$ cat config.mk
export PLATFORM = sky130hd
export DESIGN_NAME = esimpc_top
export DESIGN_NICKNAME = d
export VERILOG_FILES = /design/src/esimpc_pkg.sv /design/src/esimpc_top.sv
export SDC_FILE = /design/constraint.sdc
export NUM_CORES = 1
export LEC_CHECK = 0
export BUFFER_PORTS_ARGS = -buffer_cell sky130_fd_sc_hd__buf_2
export CAP_MARGIN = 30
export CORE_ASPECT_RATIO = 1.2
export CORE_UTILIZATION = 55
export CTS_BUF_LIST = sky130_fd_sc_hd__clkbuf_4 sky130_fd_sc_hd__clkbuf_8
export DETAILED_ROUTE_END_ITERATION = 6
export GPL_TIMING_DRIVEN = 0
export PLACE_DENSITY_LB_ADDON = 0.12
export SYNTH_ARGS = -nofsm -noshare
export SYNTH_HDL_FRONTEND = slang
export SYNTH_SLANG_ARGS = --single-unit
$ cat constraint.sdc
create_clock -name sys_clk -period 4.4 [get_ports sys_clk]
set_clock_uncertainty 0.2 [all_clocks]
set_input_delay 0.44 -clock sys_clk [delete_from_list [all_inputs] [get_ports sys_clk]]
set_output_delay 0.44 -clock sys_clk [all_outputs]
set_load 0.01 [all_outputs]
$ cat src/esimpc_pkg.sv
package esimpc_pkg;
   // Register byte addresses on the Avalon-MM slave.
   localparam logic [5:0] REG_FORMAT = 6'h00;
   localparam logic [5:0] REG_RAW_REV = 6'h04;
   localparam logic [5:0] REG_RAW_POS = 6'h08;
   localparam logic [5:0] REG_MRK_REV = 6'h0C;
   localparam logic [5:0] REG_MRK_POS = 6'h10;
   localparam logic [5:0] REG_FRZ_REV = 6'h14;
   localparam logic [5:0] REG_FRZ_POS = 6'h18;
   localparam logic [5:0] REG_FRZ_FLAG = 6'h1C;
   localparam logic [5:0] REG_INIT = 6'h20;
   localparam logic [5:0] REG_LOCK = 6'h24;
   localparam logic [5:0] REG_ERROR = 6'h28;
   localparam logic [5:0] REG_RATIO = 6'h2C;
   localparam logic [5:0] REG_IRQ_STAT = 6'h30;
   localparam logic [5:0] REG_IRQ_MASK = 6'h34;
   // Interrupt status bit positions.
   localparam int IRQ_MARKER = 0;
   localparam int IRQ_FREEZE = 1;
   localparam int IRQ_ERROR = 2;
   localparam int IRQ_FAN = 3;
   localparam int IRQ_W = 4;
   // Error codes and thermal thresholds in degrees C.
   localparam logic [7:0] ERR_NONE = 8'h00;
   localparam logic [7:0] ERR_OVERTEMP = 8'd74;
   localparam logic [7:0] TEMP_FAN_C = 8'd90;
   localparam logic [7:0] TEMP_TRIP_C = 8'd100;
   // Timing.
   localparam int CLK_HZ = 100_000_000;
   localparam int UPDATE_MS = 4;
   localparam int FAN_MIN_S = 10;
   localparam int UPDATE_CYC = CLK_HZ / 1000 * UPDATE_MS;
   localparam longint FAN_MIN_CYC = longint'(CLK_HZ) * FAN_MIN_S;
   // Ratio codes: 0 = 1/32 ... 4 = 1/2, 5 = 1.
   localparam logic [2:0] RATIO_ONE = 3'h5;
   localparam logic [2:0] FMT_QUAD = 3'h0;
   localparam logic [2:0] FMT_FDIR = 3'h1;
   localparam logic [2:0] FMT_FWDREV = 3'h2;
   localparam logic [2:0] FMT_QUAD_LOCK = 3'h3;

   typedef enum logic [1:0] {ESIM_QUAD, ESIM_FDIR, ESIM_FWDREV} esim_mode_type;

   typedef struct packed {
      logic a;
      logic b;
      logic z;
   } esim_enc_type;

   typedef struct packed {
      logic [2:0] format;
      logic [2:0] ratio;
      logic [15:0] raw_rev;
      logic [15:0] raw_pos;
      logic [15:0] mrk_rev;
      logic [15:0] mrk_pos;
      logic [15:0] frz_rev;
      logic [15:0] frz_pos;
      logic frz_flag;
      logic frz_pend;
      logic init;
      logic lock;
      logic [7:0] err;
      logic trip;
      logic fan;
      logic [31:0] fan_cnt;
      logic [31:0] upd_cnt;
      logic [2:0] in_sy1;
      logic [2:0] in_sy2;
      logic [2:0] in_last;
      logic frz_sy1;
      logic frz_sy2;
      logic frz_last;
      logic [20:0] sim_pos;
      logic marker_seen;
      esim_enc_type out;
      logic [IRQ_W-1:0] irq_stat;
      logic [IRQ_W-1:0] irq_mask;
      logic irq;
      logic [31:0] rdata;
      logic rvalid;
   } esim_state_type;
endpackage

$ cat src/esimpc_top.sv
// Contract
// - Decode format: quad, freq/dir, fwd/rev, locked variants.
// - Marker output follows source marker, width unchanged.
// - Marker lock aligns position at first marker.
// - Raw counts mirror main counter, untouched by events.
// - Marker edge captures raw counts.
// - Freeze comes from outside; evaluated each period.
// - Freeze with flag clear stores data, sets flag.
// - Initialised flag rises once, then stays.
// - Lock bit holds main counts frozen.
// - Nonzero error code, request slot error trip.
// - Drive reset clears error status.
// - Above 90C fan forced, at least 10s.
// - Above 100C trip and error 74.
// - Ratio setting selects divide 1/32 up to 1.
//
// Added by the designer: the placing of the registers and register access over Avalon-MM.
module esimpc_top
   import esimpc_pkg::*;
#(
   parameter int NUM_MODULES = 1,
   parameter int UPDATE_CYCLES = UPDATE_CYC,
   parameter longint FAN_HOLD_CYCLES = FAN_MIN_CYC
) (
   // Clock and reset.
   input wire logic sys_clk,
   input wire logic reset_n,
   // Avalon-MM slave.
   input wire logic [5:0] address,
   input wire logic read,
   input wire logic write,
   input wire logic [31:0] writedata,
   output logic [31:0] readdata,
   output logic waitrequest,
   // Encoder source pins and main position from the drive.
   input wire esim_enc_type enc_in,
   input wire logic [15:0] main_rev,
   input wire logic [15:0] main_pos,
   input wire logic feedback_valid,
   input wire logic freeze_in,
   input wire logic drive_reset,
   input wire logic [7:0] board_temp_c,
   // Simulation output, thermal and trip outputs.
   output esim_enc_type sim_out,
   output logic fan_force,
   output logic slot_error_trip,
   output logic irq
);
   initial begin
      if (NUM_MODULES < 1 || NUM_MODULES > 8 || UPDATE_CYCLES < 1 || FAN_HOLD_CYCLES < 1) begin
         $error("esimpc_top: unsupported parameter values");
      end
   end

   localparam logic [31:0] PERIOD = 32'(UPDATE_CYCLES * NUM_MODULES);
   localparam logic [31:0] FAN_HOLD = 32'(FAN_HOLD_CYCLES);

   esim_state_type s_q, s_d;
   logic period_tick, mark_rise, frz_rise, src_step, src_dir, hot, over;
   logic [20:0] step_sz;
   logic [IRQ_W-1:0] ev;

   // Pin level inputs; the first stage is read only by the second stage.
   assign period_tick = (s_q.upd_cnt == PERIOD - 32'h1);
   assign mark_rise = s_q.in_sy2[0] & ~s_q.in_last[0];
   assign frz_rise = s_q.frz_sy2 & ~s_q.frz_last;
   assign hot = board_temp_c > TEMP_FAN_C;
   assign over = board_temp_c > TEMP_TRIP_C;

   // Source direction from a quadrature pair: step on any A edge.
   assign src_step = s_q.in_sy2[2] ^ s_q.in_last[2];
   assign src_dir = s_q.in_sy2[2] ^ s_q.in_sy2[1];

   // Divide ratio: the simulated position advances 2^ratio per source edge out of 2^5.
   assign step_sz = 21'h1 << s_q.ratio;

   always_comb begin
      esim_mode_type mode;
      logic lockmode;
      logic [4:0] ph;
      s_d = s_q;
      mode = ESIM_QUAD;
      lockmode = 1'b0;
      ph = 5'h00;
      ev = '0;
      s_d.rvalid = 1'b0;
      s_d.in_sy1 = {enc_in.a, enc_in.b, enc_in.z};
      s_d.in_sy2 = s_q.in_sy1;
      s_d.in_last = s_q.in_sy2;
      s_d.frz_sy1 = freeze_in;
      s_d.frz_sy2 = s_q.frz_sy1;
      s_d.frz_last = s_q.frz_sy2;
      s_d.upd_cnt = period_tick ? 32'h0 : s_q.upd_cnt + 32'h1;

      // Output format decode.
      case (s_q.format)
         FMT_QUAD: mode = ESIM_QUAD;
         FMT_FDIR: mode = ESIM_FDIR;
         FMT_FWDREV: mode = ESIM_FWDREV;
         FMT_QUAD_LOCK: begin
            mode = ESIM_QUAD;
            lockmode = 1'b1;
         end
         default: begin
            mode = ESIM_FDIR;
            lockmode = 1'b1;
         end
      endcase

      // Simulated incremental position and marker lock alignment.
      if (src_step) begin
         s_d.sim_pos = src_dir ? s_q.sim_pos + step_sz : s_q.sim_pos - step_sz;
      end
      if (lockmode && mark_rise && !s_q.marker_seen) begin
         // Phase 3 of the quadrature cycle has A and B both high.
         s_d.sim_pos = {s_q.sim_pos[20:7], 2'b11, 5'h00};
         s_d.marker_seen = 1'b1;
      end
      // Outputs follow the new position, so the aligned phase leaves with the marker itself.
      ph = s_d.sim_pos[9:5];
      case (mode)
         ESIM_QUAD: begin
            s_d.out.a = ph[1];
            s_d.out.b = ph[1] ^ ~ph[0];
         end
         ESIM_FDIR: begin
            s_d.out.a = ph[0];
            s_d.out.b = src_dir;
         end
         default: begin
            s_d.out.a = ph[0] & src_dir;
            s_d.out.b = ph[0] & ~src_dir;
         end
      endcase
      s_d.out.z = s_q.in_sy2[0];

      // Position counts follow the main counter once per period.
      if (period_tick && !s_q.lock) begin
         s_d.raw_rev = main_rev;
         s_d.raw_pos = main_pos;
      end
      if (mark_rise) begin
         s_d.mrk_rev = s_q.raw_rev;
         s_d.mrk_pos = s_q.raw_pos;
         ev[IRQ_MARKER] = 1'b1;
      end
      if (frz_rise) begin
         s_d.frz_pend = 1'b1;
      end
      if (period_tick && s_q.frz_pend) begin
         s_d.frz_pend = frz_rise;
         if (!s_q.frz_flag) begin
            s_d.frz_rev = s_q.raw_rev;
            s_d.frz_pos = s_q.raw_pos;
            s_d.frz_flag = 1'b1;
            ev[IRQ_FREEZE] = 1'b1;
         end
      end
      if (period_tick && feedback_valid) begin
         s_d.init = 1'b1;
      end

      // Thermal supervision.
      if (hot) begin
         s_d.fan = 1'b1;
         s_d.fan_cnt = FAN_HOLD;
         ev[IRQ_FAN] = ~s_q.fan;
      end else if (s_q.fan_cnt != 32'h0) begin
         s_d.fan_cnt = s_q.fan_cnt - 32'h1;
      end else begin
         s_d.fan = 1'b0;
      end
      if (drive_reset) begin
         s_d.err = ERR_NONE;
         s_d.trip = 1'b0;
      end
      if (over) begin
         s_d.err = ERR_OVERTEMP;
         s_d.trip = 1'b1;
         ev[IRQ_ERROR] = (s_q.err != ERR_OVERTEMP);
      end

      // Register bus: a write takes effect in the cycle it is seen; a read answers one cycle later.
      if (write) begin
         case (address)
            REG_FORMAT: s_d.format = writedata[2:0];
            REG_RATIO: s_d.ratio = (writedata[2:0] > RATIO_ONE) ? RATIO_ONE : writedata[2:0];
            REG_LOCK: s_d.lock = writedata[0];
            REG_FRZ_FLAG: begin
               // A capture in this same cycle keeps the flag set.
               if (!writedata[0] && !ev[IRQ_FREEZE]) begin
                  s_d.frz_flag = 1'b0;
               end
            end
            REG_IRQ_MASK: s_d.irq_mask = writedata[IRQ_W-1:0];
            REG_IRQ_STAT: s_d.irq_stat = s_q.irq_stat & ~writedata[IRQ_W-1:0];
            default: s_d.format = s_d.format;
         endcase
      end
      s_d.irq_stat = s_d.irq_stat | ev;
      s_d.irq = |(s_d.irq_stat & s_d.irq_mask);

      s_d.rdata = 32'h0;
      if (read) begin
         s_d.rvalid = 1'b1;
         case (address)
            REG_FORMAT: s_d.rdata = {29'h0, s_q.format};
            REG_RAW_REV: s_d.rdata = {16'h0, s_q.raw_rev};
            REG_RAW_POS: s_d.rdata = {16'h0, s_q.raw_pos};
            REG_MRK_REV: s_d.rdata = {16'h0, s_q.mrk_rev};
            REG_MRK_POS: s_d.rdata = {16'h0, s_q.mrk_pos};
            REG_FRZ_REV: s_d.rdata = {16'h0, s_q.frz_rev};
            REG_FRZ_POS: s_d.rdata = {16'h0, s_q.frz_pos};
            REG_FRZ_FLAG: s_d.rdata = {31'h0, s_q.frz_flag};
            REG_INIT: s_d.rdata = {31'h0, s_q.init};
            REG_LOCK: s_d.rdata = {31'h0, s_q.lock};
            REG_ERROR: s_d.rdata = {24'h0, s_q.err};
            REG_RATIO: s_d.rdata = {29'h0, s_q.ratio};
            REG_IRQ_STAT: s_d.rdata = {28'h0, s_q.irq_stat};
            REG_IRQ_MASK: s_d.rdata = {28'h0, s_q.irq_mask};
            default: s_d.rdata = 32'h0;
         endcase
      end
   end

   // Single state register; a read holds off one cycle so data comes from a flip-flop.
   always_ff @(posedge sys_clk or negedge reset_n) begin
      if (!reset_n) begin
         s_q <= '0;
         s_q.ratio <= RATIO_ONE;
      end else begin
         s_q <= s_d;
      end
   end

   assign readdata = s_q.rdata;
   assign waitrequest = read & ~s_q.rvalid;
   assign sim_out = s_q.out;
   assign fan_force = s_q.fan;
   assign slot_error_trip = s_q.trip;
   assign irq = s_q.irq;

   // Assertions.
   a_marker_capture: assert property (@(posedge sys_clk) disable iff (!reset_n)
      mark_rise |=> (s_q.mrk_rev == $past(s_q.raw_rev))) else $error("marker capture wrong");
   a_freeze_hold: assert property (@(posedge sys_clk) disable iff (!reset_n)
      s_q.frz_flag |=> $stable(s_q.frz_rev)) else $error("freeze overwritten");
   a_freeze_store: assert property (@(posedge sys_clk) disable iff (!reset_n)
      (period_tick && s_q.frz_pend && !s_q.frz_flag) |=> s_q.frz_flag) else $error("freeze not stored");
   a_init_sticky: assert property (@(posedge sys_clk) disable iff (!reset_n)
      s_q.init |=> s_q.init) else $error("init flag dropped");
   a_lock_hold: assert property (@(posedge sys_clk) disable iff (!reset_n)
      s_q.lock && !write |=> $stable(s_q.raw_rev)) else $error("locked count moved");
   a_overtemp_code: assert property (@(posedge sys_clk) disable iff (!reset_n)
      over |=> (s_q.err == ERR_OVERTEMP) && slot_error_trip) else $error("no overtemp trip");
   a_fan_force: assert property (@(posedge sys_clk) disable iff (!reset_n)
      hot |=> fan_force [*8]) else $error("fan not held");
   a_reset_clear: assert property (@(posedge sys_clk) disable iff (!reset_n)
      drive_reset && !over |=> s_q.err == ERR_NONE) else $error("error not cleared");
   a_marker_pass: assert property (@(posedge sys_clk) disable iff (!reset_n)
      1'b1 |=> sim_out.z == $past(s_q.in_sy2[0])) else $error("marker not passed");
   c_marker: cover property (@(posedge sys_clk) disable iff (!reset_n) mark_rise);
   c_freeze: cover property (@(posedge sys_clk) disable iff (!reset_n) $rose(s_q.frz_flag));
   c_trip: cover property (@(posedge sys_clk) disable iff (!reset_n) $rose(slot_error_trip));

   // The first marker in quadrature lock leaves with A and B both high.
   a_quad_align: assert property (@(posedge sys_clk) disable iff (!reset_n)
      (mark_rise && s_q.format == FMT_QUAD_LOCK && !s_q.marker_seen) |=> sim_out.a && sim_out.b)
      else $error("quadrature marker not aligned");

   // The first marker in frequency lock leaves with the frequency line high.
   a_fdir_align: assert property (@(posedge sys_clk) disable iff (!reset_n)
      (mark_rise && s_q.format[2] && !s_q.marker_seen) |=> sim_out.a)
      else $error("frequency marker not aligned");

   // Alignment happens once; later markers must not shift the position again.
   a_lock_once: assert property (@(posedge sys_clk) disable iff (!reset_n)
      s_q.marker_seen |=> s_q.marker_seen)
      else $error("marker lock state dropped");

   // Forward and reverse lines never pulse together.
   a_fwdrev_excl: assert property (@(posedge sys_clk) disable iff (!reset_n)
      (s_q.format == FMT_FWDREV) |=> !(sim_out.a && sim_out.b))
      else $error("forward and reverse both high");

   // In frequency form the second line carries the direction.
   a_fdir_dir: assert property (@(posedge sys_clk) disable iff (!reset_n)
      (s_q.format == FMT_FDIR) |=> sim_out.b == $past(src_dir))
      else $error("direction line wrong");

   // Unlocked counts take the main counter at each period tick.
   a_raw_follow: assert property (@(posedge sys_clk) disable iff (!reset_n)
      (period_tick && !s_q.lock) |=> s_q.raw_rev == $past(main_rev) && s_q.raw_pos == $past(main_pos))
      else $error("raw counts not refreshed");

   // Between ticks nothing, marker and freeze included, moves the raw counts.
   a_raw_quiet: assert property (@(posedge sys_clk) disable iff (!reset_n)
      !period_tick |=> $stable(s_q.raw_rev) && $stable(s_q.raw_pos))
      else $error("raw counts disturbed");

   // The marker position capture takes the raw position.
   a_marker_pos: assert property (@(posedge sys_clk) disable iff (!reset_n)
      mark_rise |=> s_q.mrk_pos == $past(s_q.raw_pos))
      else $error("marker position capture wrong");

   // Without a marker edge the captures stay put.
   a_marker_quiet: assert property (@(posedge sys_clk) disable iff (!reset_n)
      !mark_rise |=> $stable(s_q.mrk_rev) && $stable(s_q.mrk_pos))
      else $error("marker capture moved");

   // Freeze data is only evaluated at the period tick.
   a_freeze_tick: assert property (@(posedge sys_clk) disable iff (!reset_n)
      !period_tick |=> $stable(s_q.frz_rev) && $stable(s_q.frz_pos))
      else $error("freeze stored off tick");

   // Only a software write may lower the freeze flag.
   a_freeze_keep: assert property (@(posedge sys_clk) disable iff (!reset_n)
      (s_q.frz_flag && !(write && address == REG_FRZ_FLAG)) |=> s_q.frz_flag)
      else $error("freeze flag lost");

   // The frozen position stays while the flag is set.
   a_freeze_pos: assert property (@(posedge sys_clk) disable iff (!reset_n)
      s_q.frz_flag |=> $stable(s_q.frz_pos))
      else $error("freeze position overwritten");

   // The initialised flag rises only on valid feedback at a tick.
   a_init_gate: assert property (@(posedge sys_clk) disable iff (!reset_n)
      (!s_q.init && !(period_tick && feedback_valid)) |=> !s_q.init)
      else $error("init flag rose early");

   // A trip always comes with a nonzero reason code.
   a_err_trip: assert property (@(posedge sys_clk) disable iff (!reset_n)
      slot_error_trip |-> s_q.err != ERR_NONE)
      else $error("trip without error code");

   // A trip stays until the drive is reset.
   a_trip_hold: assert property (@(posedge sys_clk) disable iff (!reset_n)
      (slot_error_trip && !drive_reset) |=> slot_error_trip)
      else $error("trip dropped");

   // Only a drive reset or an overtemperature changes the error code.
   a_err_hold: assert property (@(posedge sys_clk) disable iff (!reset_n)
      (!drive_reset && !over) |=> $stable(s_q.err))
      else $error("error code changed");

   // Fan is released once cool and the hold has run out.
   a_fan_release: assert property (@(posedge sys_clk) disable iff (!reset_n)
      (!hot && s_q.fan_cnt == 32'h0) |=> !fan_force)
      else $error("fan not released");

   // Fan stays forced while the hold count runs.
   a_fan_count: assert property (@(posedge sys_clk) disable iff (!reset_n)
      (s_q.fan && s_q.fan_cnt != 32'h0) |=> fan_force)
      else $error("fan released early");

   // The ratio code never leaves the decoded range.
   a_ratio_range: assert property (@(posedge sys_clk) disable iff (!reset_n)
      s_q.ratio <= RATIO_ONE)
      else $error("ratio code out of range");

   // Writes are taken without wait states.
   a_write_nowait: assert property (@(posedge sys_clk) disable iff (!reset_n)
      write |-> !waitrequest)
      else $error("write stalled");

   // Read data returns to zero when no read is in flight.
   a_rdata_idle: assert property (@(posedge sys_clk) disable iff (!reset_n)
      !read |=> readdata == 32'h0)
      else $error("stale read data");

   // An event sets its status bit even when a clear hits the same cycle.
   a_irq_set: assert property (@(posedge sys_clk) disable iff (!reset_n)
      (|ev) |=> (s_q.irq_stat & $past(ev)) == $past(ev))
      else $error("event status lost");

   c_lock_align: cover property (@(posedge sys_clk) disable iff (!reset_n)
      mark_rise && s_q.format == FMT_QUAD_LOCK);
   c_fan: cover property (@(posedge sys_clk) disable iff (!reset_n) $rose(fan_force));
endmodule

# Yosys cells after proc, flatten, opt, wreduce, memory -nomap -nowiden
# Index checks and enable logic that the tools add are counted.
dict set report op_classes {
  add_sub_neg 4
  magnitude_cmp 3
  eq_ne 20
  shift 1
  n_mux 28
  n_bitwise 20
  reduce_logical 26
}
# op count
set op_table {}
lappend op_table {{$pmux 16 s14} 1}
lappend op_table {{$mux 32} 2}
lappend op_table {{$eq 6x6->1 const B} 6}
lappend op_table {{$mux 33} 1}
lappend op_table {{$add 32x1->32 const B} 1}
lappend op_table {{$eq 32x19->1 const B} 1}
lappend op_table {{$reduce_bool 32->1} 1}
lappend op_table {{$sub 32x1->32 const B} 1}
lappend op_table {{$eq 6x5->1 const B} 4}
lappend op_table {{$add 21x21->21} 1}
lappend op_table {{$mux 21} 1}
lappend op_table {{$shl 1x3->21 const A} 1}
lappend op_table {{$sub 21x21->21} 1}
lappend op_table {{$mux 9} 2}
lappend op_table {{$mux 17} 1}
lappend op_table {{$gt 8x7->1 const B} 2}
lappend op_table {{$mux 8} 2}
lappend op_table {{$eq 6x4->1 const B} 2}
lappend op_table {{$mux 1} 11}
lappend op_table {{$reduce_and 2->1} 5}
lappend op_table {{$and 4x4->4} 2}
lappend op_table {{$mux 4} 2}
lappend op_table {{$ne 8x7->1 const B} 1}
lappend op_table {{$not 1->1} 8}
lappend op_table {{23 further kinds} 42}
dict set report totals {
  reg_bits 259
  out_inout_bits 39
}

# Longest topological paths before layout
# Gate-level depths: netlist (run 1).
dict set report logic_depth {
  word_depth 9
  depth_mapped 14
  mapped_depth_nobuf 13
}

# Worst setup path before layout (run 1)
# No wires, ideal clock.
dict set report synth_timing {
  kind {register -> register}
  startpoint {register s_q[255] in the netlist's numbering}
  endpoint {register s_q, in the netlist sim_out[1]}
  arrival_time_ps 2883
  slack_ps 1185
  path_stages_with_launch 14
  period_less_slack_ps 3215
  path_cell_list {dfstp_2 -> clkbuf_1 -> nor2_1 -> nand2_1 -> ha_1 -> nor2_1 -> xor2_1 -> ha_1 -> nor2b_1 -> o2111ai_1 -> a221oi_1 -> a21o_1 -> mux2i_1 -> o211ai_1}
}
# element line_no
set synth_rtl {}
lappend synth_rtl {{start: declaration} esimpc_top.sv:58} ;# esim_state_type s_q, s_d;

==> qor.txt, run 1 <==
Worst Hold Slack: 0.0456 ns
DR pass1 iterations: 5
Top Ports: 127
Core Region: 0.0184 mm^2
Worst-Margin Slew: 1.05 ns
Die Ht: 153 um
final setup margin: 0.663 ns
Cell variety after synth: 71
Yosys top cell by area: dfrtp_1
total CTS buffers: 36
Avg WL per Cell: 16.8 um
Multi-input gate area: 0.00449 mm^2
number of synthesized flops with an enable pin: 0
die width: 128 um
r2r setup slk: 0.66 ns
clk_lat worst skew: 0.52 ns
RSZ-0062 raised after global routing: no
initial antenna violation count: 1
ys flop type: dfrtp_1
Layout fillers: 1464
area grow syn2layout: 19.9%
FF-to-FF Start: s_q[255]
Initial Util: 0.567
H-tree depth: 2
post-route cell area: 0.0125 mm^2
peak supply drop: 0.000235 V
Hold WC Path Type: input pin to flop
nets: 1238
register area share after synthesis: 0.527
post-layout power: 4.88 mW
Post-synth top cells: dfrtp_1 (217), nand2_1 (158), mux2_2 (75)
die area: 0.0195 mm^2
Worst Path Required: 4.60 ns
final setup vio count: 0
vias per inst: 5.45
Max-Cap Viols: 0
Leak: 5.93 nW
FFs w/ async S/R, synth: 1.00
placed cell area: 0.0113 mm^2
Synth Instances: 962
vias in the first global route: 7855
most numerous cell in the Yosys netlist: dfrtp_1
Syn. warnings: 0
WL final: 23800 um
Worst Setup Start Kind: flop
postcts setup bufs: 0
DRC: 0
Tmin final: 3.74 ns
Hold Fails Final Rpt: 0
setup TNS: 0 ns
Routed Antenna Nets: 0
Reg area: 0.00548 mm^2
area fraction of the dominant cell type after synthesis: 0.522
pre-CTS setup slack: 0.671 ns
syn avg cell area: 10.8 um^2
gpl congestion: 0.814
first-iteration detailed-routing DRC count: 404
largest net degree at the start of global routing: 94
share of layout cells above drive strength 1: 0.245
R2R cell count: 13
CTS root buffer: clkbuf_8
CTS tree: built
first-pass GRT wire length: 39300 um
r2r endpoint: sim_out[1]
Fmax: 0.268 GHz
status: complete, no violations
Global Route Usage Sum: 0.255
CP Capture Type: flop
post-detail-place hpwl: 15900 um
clk sinks: 219
port bufs: 81
Power Dens Cells: 391 mW/mm^2
Yosys reg bits: 219
largest cells by area after synthesis: dfrtp_1 (52%), mux2_2 (8.1%), nand2_1 (5.7%), a22oi_1 (2.7%), buf_4 (2.7%)
hold-fix buffers at CTS: 42
Vias: 7740
Worst Setup EP: sim_out[1]
# rows: 54
Max Root-Sink Buffers: 3
Max-slew headroom: 0.292
Clock Pin Slew Worst Setup and Hold Paths: 0.06 ns
Synth Cell Area: 0.0104 mm^2
global route overflow: 0
Resize count post-CTS: 0
Tcrit/Tclk final: 0.849
crit path launch: s_q[255]
Final Max Slew Viols: 0
critical path class: flop to flop
worst path arrival time: 3.93 ns
CP max FO: 10
==> cell type report <==
type / count / area share
clock buffers: 60 / 0.0606
well taps: 252 / 0.0252
plain buffers: 73 / 0.0355
repair buffers: 125 / 0.0713
multi-input cells: 671 / 0.360
clock inverters: 5 / 0.00431
flip-flops and latches: 219 / 0.439
diodes: 1 / 0.000200
inverters: 14 / 0.00421
==> sequential cells by signal, summed over array words and instances (netlist names) <==
| signal | count |
|---|---|
| fan_force | 1 |
| readdata | 16 |
| s_q | 191 |
| s_d | 8 |
| irq | 1 |
| sim_out | 2 |
==> worst max-delay path: stages, from the launching register on <==
cell and delay [ns]:
dfstp_2 0.52, clkbuf_1 0.36, nor2_1 0.15, nand2_1 0.12
ha_1 0.24, nor2_1 0.09, xor2_1 0.18, ha_1 0.36
nor2b_1 0.20, o2111ai_1 0.18, a221oi_1 0.40, a21o_1 0.21
mux2i_1 0.26, o211ai_1 0.13
==> cell families (layout without fill, tap and decap cells) <==
| kind of cell | Yosys count | after routing | share of synthesized area |
|---|---|---|---|
| flip-flops | 219 | 219 | 0.527 |
| XOR/XNOR | 60 | 60 | 0.0519 |
| AO/OA/AOI/OAI | 150 | 150 | 0.101 |
| multiplexers | 84 | 84 | 0.0911 |
| adder cells (fa/ha/maj) | 10 | 10 | 0.0127 |
| AND/OR/NAND/NOR | 351 | 351 | 0.169 |
| buffers and inverters | 87 | 277 | 0.0476 |
| other | 1 | 17 | 0.000360 |
==> layout by cell type, fill, tap and decap left out, types with 6 or more instances in the layout <==
cell	count
ha_1	9
or3_1	9
a31oi_1	15
nor2_1	56
nor3_1	15
clkbuf_1	23
buf_1	6
xnor2_1	31
xor2_1	28
nand2_1	158
clkbuf_8	49
nor4_1	9
nand2b_1	7
a21oi_1	28
nand4_1	10
clkbuf_4	11
nor2b_1	8
inv_1	14
buf_2	82
dfrtp_1	217
mux2_2	75
conb_1	16
dlygate4sd3_1	42
and2_1	6
and3_1	19
buf_4	38
a22oi_1	38
o21ai_0	18
nand3_1	21
a21o_1	9
and4_1	8
mux2i_1	7
==> metal layers <==
layer	vias to the layer above	wire length, um	global-route usage	part of all wire
met4	0	623	0.0986	0.026
met1	3743	10300	0.331	0.43
met5	-	0	0	0
met3	48	1220	0.0453	0.051
li1	3719	-	-	-
met2	230	11700	0.425	0.49
==> worst min path at each step <==
stage / start / to / slack [ns] / depth (start not counted)
finish: writedata[1] / s_q[257] / 0.05 / 2
global route: writedata[1] / s_q[257] / 0.03 / 2
CTS: writedata[1] / s_q[257] / 0.01 / 2
detailed placement: s_d[75] / s_d[72] / 0.14 / 0
global placement: s_d[68] / s_d[67] / 0.14 / 0
floorplan: reset_n / fan_force / -0.06 / 0
==> per-stage QoR <==
stage               cells   util
finish               1420  0.680
global route         1420  0.680
CTS                  1419  0.679
detailed placement   1312  0.612
global placement     1310  0.609
floorplan             977      -
==> report_power, final <==
group          internal (mW)  switching [mW]
Combinational          0.348           0.405
Sequential              2.10          0.0721
Clock                   1.15           0.807
Power figures use the tool's default switching activity.
==> run 2: changes to the inputs <==
--- a/config.mk
+++ b/config.mk
@@ -5,6 +5,7 @@
 export SDC_FILE = /design/constraint.sdc
 export NUM_CORES = 1
 export LEC_CHECK = 0
+export ABC_AREA = 1
 export BUFFER_PORTS_ARGS = -buffer_cell sky130_fd_sc_hd__buf_2
 export CAP_MARGIN = 30
 export CORE_ASPECT_RATIO = 1.2
==> constraint.sdc (replaced) <==
create_clock -name sys_clk -period 3.8 [get_ports sys_clk]
set_clock_uncertainty 0.2 [all_clocks]
set_input_delay 0.38 -clock sys_clk [delete_from_list [all_inputs] [get_ports sys_clk]]
set_output_delay 0.38 -clock sys_clk [all_outputs]
set_load 0.01 [all_outputs]
==> qor.txt, run 2 <==
Avg WL per Cell: 15.6 um (-7.0%)
Core Util, Final: 0.668 (-0.0116)
Post-synth top cells: nand2_1 (305), dfrtp_1 (217), inv_1 (159)
Clock Pin Slew Worst Setup and Hold Paths: 0.06 ns (about the same)
hold-fix buffers at CTS: 45 (+7.1%)
Vias: 9602 (+24%)
port bufs: 82 (+1.2%)
area fraction of the dominant cell type after synthesis: 0.491 (-0.0307)
vias per inst: 5.32 (-2.4%)
Synth Instances: 1339 (+39%)
die area: 0.0207 mm^2 (+6.2%)
max reg flops: 191 (unchanged)
Core Region: 0.0196 mm^2 (+6.8%)
Worst Hold Slack: 0.0340 ns (-0.0116 ns)
DR WL met3: 1390 um (+14%)
Tcrit/Tclk final: 0.864 (+0.0142)
Hold Fails Final Rpt: 0 (unchanged)
area grow syn2layout: 18.4%
Worst-Margin Slew: 0.728 ns (-0.326 ns)
Die Ht: 157 um (+3.0%)
Leak: 6.57 nW (+11%)
number of synthesized flops with an enable pin: 0 (unchanged)
final setup vio count: 0 (unchanged)
DRC: 0 (unchanged)
Non-Filler Instances: 1805 (+27%)
worst path arrival time: 3.47 ns (-0.46 ns)
clk sinks: 219 (unchanged)
# rows: 56 (+3.7%)
most numerous cell in the Yosys netlist: nand2_1
Max-slew headroom: 0.514 (+0.223)
Yosys reg bits: 219 (unchanged)
Tmin final: 3.28 ns (-0.456 ns)
setup TNS: 0 ns (unchanged)
post-route cell area: 0.0131 mm^2 (+4.9%)
r2r setup slk: 0.52 ns (-0.14 ns)
Fmax: 0.305 GHz (+14%)
Max-Cap Viols: 0 (unchanged)
CP max FO: 7 (-3)
postcts setup bufs: 0 (unchanged)
peak supply drop: 0.000329 V (+40%)
nets: 1619 (+31%)
die width: 131 um (+3.0%)
global route overflow: 0 (unchanged)
post-detail-place hpwl: 19800 um (+24%)
Resize count post-CTS: 0 (unchanged)
ys flop type: dfrtp_1
Global Route Usage Sum: 0.287 (+0.0317)
Power Dens Cells: 425 mW/mm^2 (+8.6%)
met2 routed WL: 13800 um (+18%)
FFs w/ async S/R, synth: 1.00 (unchanged)
largest net degree at the start of global routing: 122 (+30%)
pre-CTS setup slack: 0.508 ns (-0.162 ns)
clk_lat worst skew: 0.53 ns (about the same)
Max Root-Sink Buffers: 3 (unchanged)
r2r endpoint: sim_out[2]
post-layout power: 5.56 mW (+14%)
Hold Startpoint: write
DR pass1 iterations: 5 (unchanged)
RSZ-0062 raised after global routing: no
n_diodes: 0 (-1)
register area share after synthesis: 0.496 (-0.0310)
share of layout cells above drive strength 1: 0.167 (-0.0780)
Synth Cell Area: 0.0111 mm^2 (+6.2%)
Final Max Slew Viols: 0 (unchanged)
Cell variety after synth: 54 (-24%)
final setup margin: 0.518 ns (-0.144 ns)
first-iteration detailed-routing DRC count: 636 (+57%)
status: complete, no violations
Routed Antenna Nets: 0 (unchanged)
critical path class: flop to flop
first-pass GRT wire length: 47200 um (+20%)
CTS tree: built
CTS root buffer: clkbuf_8
Initial Util: 0.564 (-0.00268)
leading cell type in the layout, fill and taps excluded: nand2_1
H-tree depth: 2 (unchanged)
gpl congestion: 0.909 (+12%)
FF-to-FF Start: s_q[253]
Worst Path Required: 3.99 ns (-0.61 ns)
Layout fillers: 1734 (+18%)
WL met1: 12100 um (+18%)
R2R cell count: 16 (+3)
largest cells by area after synthesis: dfrtp_1 (49%), nand2_1 (10%), inv_1 (5.4%), nand3_1 (4.3%), nor2_1 (3.6%)
placed cells: 1698 (+29%)
initial antenna violation count: 0 (-1)
CP Capture Type: flop
total CTS buffers: 37 (+2.8%)
WL final: 28100 um (+18%)
syn avg cell area: 8.26 um^2 (-24%)
vias in the first global route: 9526 (+21%)
Worst Setup Start Kind: flop
Top Ports: 127 (unchanged)
placed cell area: 0.0119 mm^2 (+5.7%)
most frequent cells in the layout: nand2_1 (305), dfrtp_1 (217), inv_1 (159)
Yosys top cell by area: dfrtp_1
WHS Path Cells: 3 (+1)
Hold EP: s_q[153]
register name with the most flops: s_q
Hold WC Path Type: input pin to flop
Syn. warnings: 0 (unchanged)
DR top layer: met4
run 2: cell count changes in the layout (fill, tap and decap cells not counted), sizes merged, moves of 26 or more:
cell,before,now
inv,15,172
nand2,158,308
o21ai,18,97
mux2,76,0
nand3,21,97
nor2,56,124
a22oi,38,12
run 2: kinds of logic after synthesis:
| kind of cell | count (synthesis) | synth area share |
|---|---|---|
| fa+ha+maj | 10 | 0.0120 |
| other cells | 1 | 0.000339 |
| compound gates | 179 | 0.0955 |
| simple gates | 635 | 0.261 |
| xor+xnor | 47 | 0.0372 |
| buf+inv | 248 | 0.0988 |
| flops | 219 | 0.496 |
run 2: worst max-delay path by stage:
stage	endpoint	start	slack, ns
after CTS	sim_out[2]	s_q[253]	0.50
final	sim_out[2]	s_q[253]	0.52
after global placement	s_q[85]	reset_n	-1.61
after detailed placement	sim_out[2]	s_q[253]	0.51
after floorplan	sim_out[1]	s_q[253]	0.97
after global routing	sim_out[2]	s_q[253]	0.28
run 2: final cells by class:
class                   instances  area (um^2)  share of cell area
clock inverters                 6         57.6             0.00439
well taps                     261          327              0.0249
repair buffers                128          898              0.0686
flip-flops and latches        219         5480               0.418
clock buffers                  56          702              0.0536
plain buffers                  74          440              0.0336
inverters                     174          653              0.0498
multi-input cells             887         4540               0.347
run 2: metal layers:
layer  vias to the layer above  global-route usage
met5                         -                   0
met4                         0               0.105
met3                        63              0.0406
met2                       289               0.494
met1                      4558               0.369
li1                       4692                   -
run 2: report_power, final:
group	internal, mW	switching [mW]
registers	2.48	0.0868
logic	0.321	0.507
clock network	1.24	0.928
run 2: worst max-delay path: stages, from the launching register on:
cell,delay (ns)
dfstp_2,0.55
inv_1,0.11
nor3_1,0.23
inv_1,0.07
ha_1,0.27
inv_1,0.03
o21ai_0,0.35
inv_1,0.11
fa_1,0.46
nor3_1,0.21
nor2_1,0.10
inv_1,0.08
nand2_1,0.05
nand3_1,0.09
nand2_1,0.09
nand2_1,0.07
o211ai_1,0.07
